### config.mk
export PLATFORM = sky130hd
export DESIGN_NAME = timer_counter_control_status
export DESIGN_NICKNAME = d
export VERILOG_FILES = /design/src/core/timer_pkg.sv /design/src/core/prescaler_div.sv /design/src/core/timer_counter_control_status.sv
export SDC_FILE = /design/constraint.sdc
export NUM_CORES = 1
export LEC_CHECK = 0
export BUFFER_PORTS_ARGS = -buffer_cell sky130_fd_sc_hd__buf_2
export CORE_ASPECT_RATIO = 0.9
export CORE_MARGIN = 10
export CORE_UTILIZATION = 30
export CTS_CLUSTER_SIZE = 8
export DETAILED_ROUTE_END_ITERATION = 6
export GPL_TIMING_DRIVEN = 0
export SLEW_MARGIN = 25
export SYNTH_ARGS = -nofsm -noshare
export SYNTH_HDL_FRONTEND = slang
export SYNTH_HIERARCHICAL = 1
export SYNTH_SLANG_ARGS = --single-unit
export TNS_END_PERCENT = 30
### constraint.sdc
create_clock -name clk_in -period 7 [get_ports clk_in]
set_clock_uncertainty 0.05 [all_clocks]
set_input_delay 1.4 -clock clk_in [delete_from_list [all_inputs] [get_ports clk_in]]
set_output_delay 1.4 -clock clk_in [all_outputs]
set_load 0.05 [all_outputs]
### src/core/timer_pkg.sv
// Purpose: shared constants for the sixteen-bit timer core
// Assumes: byte-wide register port, one clock domain
// Notes:   all offsets, field positions and codes live here
package timer_pkg;

  // register offsets
  localparam logic [7:0] ADDR_CNT_LO = 8'he2;
  localparam logic [7:0] ADDR_CNT_HI = 8'he3;
  localparam logic [7:0] ADDR_CTL    = 8'he4;

  // control/status field positions
  localparam int CH2_BIT  = 7;
  localparam int CH1_BIT  = 6;
  localparam int CH0_BIT  = 5;
  localparam int OVF_BIT  = 4;
  localparam int DIV_HI   = 3;
  localparam int DIV_LO   = 2;
  localparam int MODE_HI  = 1;
  localparam int MODE_LO  = 0;

  // mode field encodings
  localparam logic [1:0] MODE_SUSPEND = 2'h0;
  localparam logic [1:0] MODE_FREE    = 2'h1;
  localparam logic [1:0] MODE_MODULO  = 2'h2;
  localparam logic [1:0] MODE_UPDOWN  = 2'h3;

  // prescaler field encodings and the counter masks they select
  localparam logic [1:0] DIV_1   = 2'h0;
  localparam logic [1:0] DIV_8   = 2'h1;
  localparam logic [1:0] DIV_32  = 2'h2;
  localparam logic [1:0] DIV_128 = 2'h3;
  localparam int         PRE_W   = 7;
  localparam logic [PRE_W-1:0] MASK_1   = 7'h00;
  localparam logic [PRE_W-1:0] MASK_8   = 7'h07;
  localparam logic [PRE_W-1:0] MASK_32  = 7'h1f;
  localparam logic [PRE_W-1:0] MASK_128 = 7'h7f;
  localparam logic [PRE_W-1:0] PRE_RST  = 7'h00;
  localparam logic [PRE_W-1:0] PRE_ONE  = 7'h01;

  // counter values
  localparam logic [15:0] CNT_ZERO = 16'h0000;
  localparam logic [15:0] CNT_MAX  = 16'hffff;
  localparam logic [15:0] CNT_ONE  = 16'h0001;

  // reset values
  localparam logic [7:0] BYTE_RST  = 8'h00;
  localparam logic [3:0] FLAGS_RST = 4'h0;

  // up/down direction state
  typedef enum logic {DIR_UP, DIR_DOWN} dir_t;

endpackage

### src/core/prescaler_div.sv
// Purpose: free-running tick prescaler producing counter update steps
// Assumes: tick_in is a one-cycle strobe from logic on clk_in
// Notes:   the divider count is never cleared by a ratio change
`timescale 1ns/1ps
`default_nettype none

module prescaler_div (
  input  wire logic       clk_in,
  input  wire logic       rst_n_in,
  input  wire logic       tick_in,
  input  wire logic [1:0] div_sel_in,
  output logic            step_out
);

  logic [timer_pkg::PRE_W-1:0] pre_r;
  logic [timer_pkg::PRE_W-1:0] pre_nxt;
  logic [timer_pkg::PRE_W-1:0] mask;

  always_comb begin
    case (div_sel_in)
      timer_pkg::DIV_1:   mask = timer_pkg::MASK_1;
      timer_pkg::DIV_8:   mask = timer_pkg::MASK_8;
      timer_pkg::DIV_32:  mask = timer_pkg::MASK_32;
      timer_pkg::DIV_128: mask = timer_pkg::MASK_128;
      default:            mask = timer_pkg::MASK_1;
    endcase
    // a new ratio waits for the running count to line up
    step_out = tick_in && ((pre_r & mask) == mask);
    pre_nxt  = tick_in ? pre_r + timer_pkg::PRE_ONE : pre_r;
  end

  always_ff @(posedge clk_in) begin
    if (!rst_n_in) begin
      pre_r <= timer_pkg::PRE_RST;
    end else begin
      pre_r <= pre_nxt;
    end
  end

endmodule

`default_nettype wire

### src/core/timer_counter_control_status.sv
// Purpose: sixteen-bit timer core with prescaler, modes and flags
// Assumes: register port and event inputs share clk_in
// Notes:   the compare value is supplied by the channel 0 logic
//
// Functional notes
// - reading low byte returns it and snapshots the high byte
// - high byte register is read-only and returns the snapshot
// - any write to the low byte clears the whole counter
// - channel flags at bits 7,6,5; write zero clears, one keeps
// - overflow flag bit 4 on terminal count or turnaround at zero
// - prescaler field 3:2 divides tick by 1, 8, 32 or 128
// - prescaler count is not reset when the field is written
// - mode 00 suspends counting and holds the count
// - mode 01 counts 0 to ffff, wraps and repeats
// - mode 10 counts 0 to compare value, restarts from zero
// - up/down mode counts 0 up to compare value and back down
// - reset clears counter, flags, prescaler and mode fields
// - channel events set their pending flag regardless of mask
`timescale 1ns/1ps
`default_nettype none

module timer_counter_control_status (
  input  wire logic        clk_in,
  input  wire logic        rst_n_in,
  // register port
  input  wire logic [7:0]  addr_in,
  input  wire logic [7:0]  wdata_in,
  input  wire logic        wr_in,
  input  wire logic        rd_in,
  output logic      [7:0]  rdata_out,
  // timing source and channel side
  input  wire logic        tick_in,
  input  wire logic [15:0] chan0_compare_value_in,
  input  wire logic [2:0]  chan_event_in,
  // observation
  output logic      [15:0] count_value_out,
  output logic      [3:0]  pending_flags_out
);

  ////////////////////////////////////////////////////////////////////////
  // state

  logic [15:0]     count_value_r;
  logic [15:0]     count_value_nxt;
  timer_pkg::dir_t dir_r;
  timer_pkg::dir_t dir_nxt;
  logic [7:0]      high_snap_r;
  logic [7:0]      high_snap_nxt;
  logic [7:0]      rdata_r;
  logic [7:0]      rdata_nxt;

  logic            chan2_pending_flag_r;
  logic            chan1_pending_flag_r;
  logic            chan0_pending_flag_r;
  logic            overflow_pending_flag_r;
  logic            chan2_pending_flag_nxt;
  logic            chan1_pending_flag_nxt;
  logic            chan0_pending_flag_nxt;
  logic            overflow_pending_flag_nxt;

  logic [1:0]      div_sel_r;
  logic [1:0]      div_sel_nxt;
  logic [1:0]      mode_r;
  logic [1:0]      mode_nxt;

  ////////////////////////////////////////////////////////////////////////
  // decode

  logic wr_lo;
  logic wr_ctl;
  logic rd_lo;
  logic rd_hi;
  logic rd_ctl;
  logic step;
  logic ovf_event;
  logic [7:0] ctl_view;

  always_comb begin
    wr_lo  = wr_in && (addr_in == timer_pkg::ADDR_CNT_LO);
    wr_ctl = wr_in && (addr_in == timer_pkg::ADDR_CTL);
    rd_lo  = rd_in && (addr_in == timer_pkg::ADDR_CNT_LO);
    rd_hi  = rd_in && (addr_in == timer_pkg::ADDR_CNT_HI);
    rd_ctl = rd_in && (addr_in == timer_pkg::ADDR_CTL);
  end

  ////////////////////////////////////////////////////////////////////////
  // prescaler

  prescaler_div u_prescaler (
    .clk_in     (clk_in),
    .rst_n_in   (rst_n_in),
    .tick_in    (tick_in),
    .div_sel_in (div_sel_r),
    .step_out   (step)
  );

  ////////////////////////////////////////////////////////////////////////
  // counter
  // a compare value lowered below the running count is caught by the
  // greater-or-equal test, so the counter never runs away to ffff

  always_comb begin
    count_value_nxt = count_value_r;
    dir_nxt         = dir_r;
    ovf_event       = 1'b0;
    if (step) begin
      case (mode_r)
        timer_pkg::MODE_SUSPEND: begin
          count_value_nxt = count_value_r;
        end
        timer_pkg::MODE_FREE: begin
          if (count_value_r == timer_pkg::CNT_MAX) begin
            count_value_nxt = timer_pkg::CNT_ZERO;
            ovf_event       = 1'b1;
          end else begin
            count_value_nxt = count_value_r + timer_pkg::CNT_ONE;
          end
        end
        timer_pkg::MODE_MODULO: begin
          if (count_value_r >= chan0_compare_value_in) begin
            count_value_nxt = timer_pkg::CNT_ZERO;
            ovf_event       = 1'b1;
          end else begin
            count_value_nxt = count_value_r + timer_pkg::CNT_ONE;
          end
        end
        timer_pkg::MODE_UPDOWN: begin
          case (dir_r)
            timer_pkg::DIR_UP: begin
              if (count_value_r >= chan0_compare_value_in) begin
                if (count_value_r != timer_pkg::CNT_ZERO) begin
                  count_value_nxt = count_value_r - timer_pkg::CNT_ONE;
                  dir_nxt         = timer_pkg::DIR_DOWN;
                end else begin
                  // compare value of zero: sit at zero counting up, flagging overflow each step
                  ovf_event = 1'b1;
                end
              end else begin
                count_value_nxt = count_value_r + timer_pkg::CNT_ONE;
              end
            end
            timer_pkg::DIR_DOWN: begin
              if (count_value_r == timer_pkg::CNT_ZERO) begin
                dir_nxt   = timer_pkg::DIR_UP;
                ovf_event = 1'b1;
                if (chan0_compare_value_in != timer_pkg::CNT_ZERO) begin
                  count_value_nxt = count_value_r + timer_pkg::CNT_ONE;
                end
              end else begin
                count_value_nxt = count_value_r - timer_pkg::CNT_ONE;
              end
            end
            default: begin
              dir_nxt = timer_pkg::DIR_UP;
            end
          endcase
        end
        default: begin
          count_value_nxt = count_value_r;
        end
      endcase
    end
    // software clear beats a step in the same cycle
    if (wr_lo) begin
      count_value_nxt = timer_pkg::CNT_ZERO;
      dir_nxt         = timer_pkg::DIR_UP;
    end
    // leaving up/down restarts the next up/down run counting up
    if (mode_r != timer_pkg::MODE_UPDOWN) begin
      dir_nxt = timer_pkg::DIR_UP;
    end
  end

  always_ff @(posedge clk_in) begin
    if (!rst_n_in) begin
      count_value_r <= timer_pkg::CNT_ZERO;
      dir_r         <= timer_pkg::DIR_UP;
    end else begin
      count_value_r <= count_value_nxt;
      dir_r         <= dir_nxt;
    end
  end

  ////////////////////////////////////////////////////////////////////////
  // control fields and pending flags
  // writing one to a flag keeps it; a hardware set in the same cycle as
  // a clearing write wins, so no event is lost

  always_comb begin
    div_sel_nxt               = div_sel_r;
    mode_nxt                  = mode_r;
    chan2_pending_flag_nxt    = chan2_pending_flag_r;
    chan1_pending_flag_nxt    = chan1_pending_flag_r;
    chan0_pending_flag_nxt    = chan0_pending_flag_r;
    overflow_pending_flag_nxt = overflow_pending_flag_r;
    if (wr_ctl) begin
      div_sel_nxt = wdata_in[timer_pkg::DIV_HI:timer_pkg::DIV_LO];
      mode_nxt    = wdata_in[timer_pkg::MODE_HI:timer_pkg::MODE_LO];
      chan2_pending_flag_nxt =
        chan2_pending_flag_r & wdata_in[timer_pkg::CH2_BIT];
      chan1_pending_flag_nxt =
        chan1_pending_flag_r & wdata_in[timer_pkg::CH1_BIT];
      chan0_pending_flag_nxt =
        chan0_pending_flag_r & wdata_in[timer_pkg::CH0_BIT];
      overflow_pending_flag_nxt =
        overflow_pending_flag_r & wdata_in[timer_pkg::OVF_BIT];
    end
    if (chan_event_in[2]) begin
      chan2_pending_flag_nxt = 1'b1;
    end
    if (chan_event_in[1]) begin
      chan1_pending_flag_nxt = 1'b1;
    end
    if (chan_event_in[0]) begin
      chan0_pending_flag_nxt = 1'b1;
    end
    if (ovf_event) begin
      overflow_pending_flag_nxt = 1'b1;
    end
  end

  always_ff @(posedge clk_in) begin
    if (!rst_n_in) begin
      div_sel_r               <= timer_pkg::DIV_1;
      mode_r                  <= timer_pkg::MODE_SUSPEND;
      chan2_pending_flag_r    <= 1'b0;
      chan1_pending_flag_r    <= 1'b0;
      chan0_pending_flag_r    <= 1'b0;
      overflow_pending_flag_r <= 1'b0;
    end else begin
      div_sel_r               <= div_sel_nxt;
      mode_r                  <= mode_nxt;
      chan2_pending_flag_r    <= chan2_pending_flag_nxt;
      chan1_pending_flag_r    <= chan1_pending_flag_nxt;
      chan0_pending_flag_r    <= chan0_pending_flag_nxt;
      overflow_pending_flag_r <= overflow_pending_flag_nxt;
    end
  end

  ////////////////////////////////////////////////////////////////////////
  // read path
  // the snapshot only moves on a low-byte read, so a high-byte read
  // pairs with the last low-byte read even if the counter moved since

  always_comb begin
    ctl_view                                         = timer_pkg::BYTE_RST;
    ctl_view[timer_pkg::CH2_BIT]                     = chan2_pending_flag_r;
    ctl_view[timer_pkg::CH1_BIT]                     = chan1_pending_flag_r;
    ctl_view[timer_pkg::CH0_BIT]                     = chan0_pending_flag_r;
    ctl_view[timer_pkg::OVF_BIT]                     = overflow_pending_flag_r;
    ctl_view[timer_pkg::DIV_HI:timer_pkg::DIV_LO]    = div_sel_r;
    ctl_view[timer_pkg::MODE_HI:timer_pkg::MODE_LO]  = mode_r;

    high_snap_nxt = high_snap_r;
    rdata_nxt     = timer_pkg::BYTE_RST;
    if (rd_lo) begin
      rdata_nxt     = count_value_r[7:0];
      high_snap_nxt = count_value_r[15:8];
    end else if (rd_hi) begin
      rdata_nxt = high_snap_r;
    end else if (rd_ctl) begin
      rdata_nxt = ctl_view;
    end
  end

  always_ff @(posedge clk_in) begin
    if (!rst_n_in) begin
      high_snap_r <= timer_pkg::BYTE_RST;
      rdata_r     <= timer_pkg::BYTE_RST;
    end else begin
      high_snap_r <= high_snap_nxt;
      rdata_r     <= rdata_nxt;
    end
  end

  ////////////////////////////////////////////////////////////////////////
  // outputs, all straight from flip-flops

  always_comb begin
    rdata_out            = rdata_r;
    count_value_out      = count_value_r;
    pending_flags_out[3] = chan2_pending_flag_r;
    pending_flags_out[2] = chan1_pending_flag_r;
    pending_flags_out[1] = chan0_pending_flag_r;
    pending_flags_out[0] = overflow_pending_flag_r;
  end

endmodule

`default_nettype wire

==> flow_summary.json <==
{
  "num_io_pins": 68,
  "sequentialPowerShare": 0.468,
  "ys_ff_latch": 48,
  "power.switching_uw": 130,
  "cts_buffers": 5,
  "core_area_um2": 11500,
  "tightest_slew_ns": 1.05,
  "rows": 37,
  "avgSynthCellArea_um2": 8.09,
  "diodes": 0,
  "rsz0062_at_grt": "no",
  "p_per_area_nw_per_um2": 140,
  "p_int_uw": 465,
  "synth_top_area_share": 0.271,
  "syn_area_um2": 3550,
  "vias": 3759,
  "synth_edf_count": 0,
  "die_area_um2": 16600,
  "clock-sinks": 48,
  "netlist-cell-type-count": 68,
  "slew_viol_final": 0,
  "fp.dieH_um": 123,
  "portBuffers": 66,
  "area_growth_pct": 19.4,
  "grt-ovfl-total": 0,
  "cts_resized": 0,
  "finalSetupViolCount": 0,
  "post_cts_buffers": 0,
  "cts_hold_buf": 0,
  "routabilityCongestion": 0.902,
  "setup_tns_ns": 0,
  "start_util": 0.308,
  "syn_inst": 439,
  "synth_top_cells_by_area": "dfxtp_1, ha_1, nor2b_1",
  "yosysWarnings": 6,
  "clockBufferDepth": 2,
  "grt_pass1_vias": 3694,
  "drc": 0,
  "routed_wl_mm": 11.7,
  "max_freq_ghz": 0.240,
  "status": "finished clean",
  "die_w_um": 135,
  "power.leakage_nw": 1.66,
  "antenna_found_initial": 0,
  "grt_pass1_wl_mm": 18.8,
  "required_ns": 7.09,
  "sw_frac_of_total": 0.219,
  "synth_fp_nets": 498,
  "start_kind": "input port",
  "dp_hpwl_mm": 9.16,
  "cts.clk_slew.worst_paths_ns": 0.07,
  "cts-htree-levels": 2,
  "p_clk_frac": 0.454,
  "nets": 571,
  "drv_cap": 0,
  "synth-main-ff-cell": "dfxtp_1",
  "drt-vias-per-instance": 5.62,
  "worstSetupPathType": "input port to flip-flop",
  "worstPathArrival_ns": 4.26,
  "ys_top_cells_by_count": "dfxtp_1, nand2_1, a21oi_1, inv_1, nor2b_1",
  "synth.most_common_cell": "dfxtp_1",
  "ant_nets": 0,
  "drt_iter0_markers": 353,
  "p_comb_frac": 0.079,
  "grt_max_degree": 16,
  "async_flop_share": 0,
  "path_max_fanout": 9,
  "first_pass_iters": 6,
  "clock_latency_ns": 0.29,
  "critPathCaptureType": "flip-flop",
  "min_period_ns": 4.17,
  "fin_crit_sh": 0.595,
  "hold_slack_ns": 0.461,
  "hp-class": "flip-flop to flip-flop",
  "ys_seq_area_frac": 0.271,
  "root_buffer": "clkbuf_16",
  "wire_per_inst_um": 17.4,
  "relSlewSlack": 0.297,
  "synth_area_leader_cell": "dfxtp_1",
  "hold_viol_final": 0,
  "layout-drive-gt1-share": 0.212,
  "cts_tree": "done",
  "grt_util_all_layers": 0.137,
  "vdd_ir_drop_max_mv": 0.0884
}
-- path summary, 6_finish.rpt --
check,from,to,slack (ns),depth (start not counted)
setup / recovery,chan0_compare_value_in[15],count_value_out[14]$_SDFFE_PP0P_,2.83,10
hold / removal,u_prescaler/pre_r[5]$_SDFFE_PN0P_,u_prescaler/pre_r[5]$_SDFFE_PN0P_,0.46,2
setup reg to reg,count_value_out[15]$_SDFFE_PP0P_,count_value_out[14]$_SDFFE_PP0P_,3.58,8
hold reg to reg,u_prescaler/pre_r[5]$_SDFFE_PN0P_,u_prescaler/pre_r[5]$_SDFFE_PN0P_,0.46,2
-- logic make-up after synthesis --
logic type | share of synthesized area
muxes | 0.0367
buffers and inverters | 0.0691
xor gates and xnor gates | 0.0271
DFF | 0.271
AOI/OAI and AO/OA | 0.261
adders and majority gates | 0.0670
and+or+nand+nor | 0.268
-- through the flow --
step	utilization	instances	total power, mW	cell area, µm²	setup WS [ns]
6_report	0.368	669	0.595	4240	2.83
5_1_grt	0.368	669	0.618	4240	2.64
4_1_cts	0.368	669	0.601	4240	2.89
3_5_place_dp	0.354	661	0.332	4080	2.57
3_3_place_gp	0.354	661	0.330	4080	2.78
2_1_floorplan	-	439	0.311	3550	3.39
-- cell type report --
type | count | area, µm²
Multi-Input combinational cell | 336 | 2340
Clock buffer | 6 | 129
Buffer | 30 | 151
Sequential cell | 48 | 961
Timing Repair Buffer | 66 | 330
Inverter | 25 | 93.8
Fill cell | 1220 | 7290
Tap cell | 156 | 195
Clock inverter | 2 | 35.0
-- flip-flops by register name, indices dropped and copies added, names as in the netlist --
signal	flops
rdata_out	8
overflow_pending_flag_r	1
u_prescaler/pre_r	7
div_sel_r	2
chan1_pending_flag_r	1
mode_r	2
high_snap_r	8
chan0_pending_flag_r	1
dir_r	1
count_value_out	16
chan2_pending_flag_r	1
-- power by group through the flow --
stage	sequential, mW	combinational, mW	clock (mW)
2_1_floorplan	0.284	0.0264	0
4_1_cts	0.278	0.0470	0.275
3_5_place_dp	0.285	0.0468	0
5_1_grt	0.279	0.0513	0.288
6_report	0.279	0.0468	0.270
3_3_place_gp	0.285	0.0450	0
-- cell usage in the layout (no fill, tap or decap), types with 9 or more instances in the layout --
cell       n
nor2b_1   24
ha_1      19
inv_1     25
buf_2     76
clkbuf_1  14
o21ai_0   22
nand3_1   13
o21a_1     9
or3_1      9
nor3_1    11
nor2_1    23
nand2_1   37
a21oi_1   28
dfxtp_1   48
nand4_1    9
mux2i_1   13
-- worst max-delay path: stages --
cell and delay, ns:
buf_2 0.09, inv_1 0.04, ha_1 0.31, nand4_1 0.21, nor4_1 0.61, o31ai_2 0.25, nand3_1 0.44, nand2_1 0.29
a2111oi_0 0.48, a2111oi_0 0.12
-- layer usage --
metal | vias to the layer above | part of all wire | GRT usage
li1 | 1790 | - | -
met1 | 1800 | 0.44 | 0.167
met4 | 0 | 0.019 | 0.0340
met5 | - | 0 | 0
met2 | 142 | 0.48 | 0.244
met3 | 27 | 0.060 | 0.0255
No activity file was read; power rests on OpenSTA's default activity.
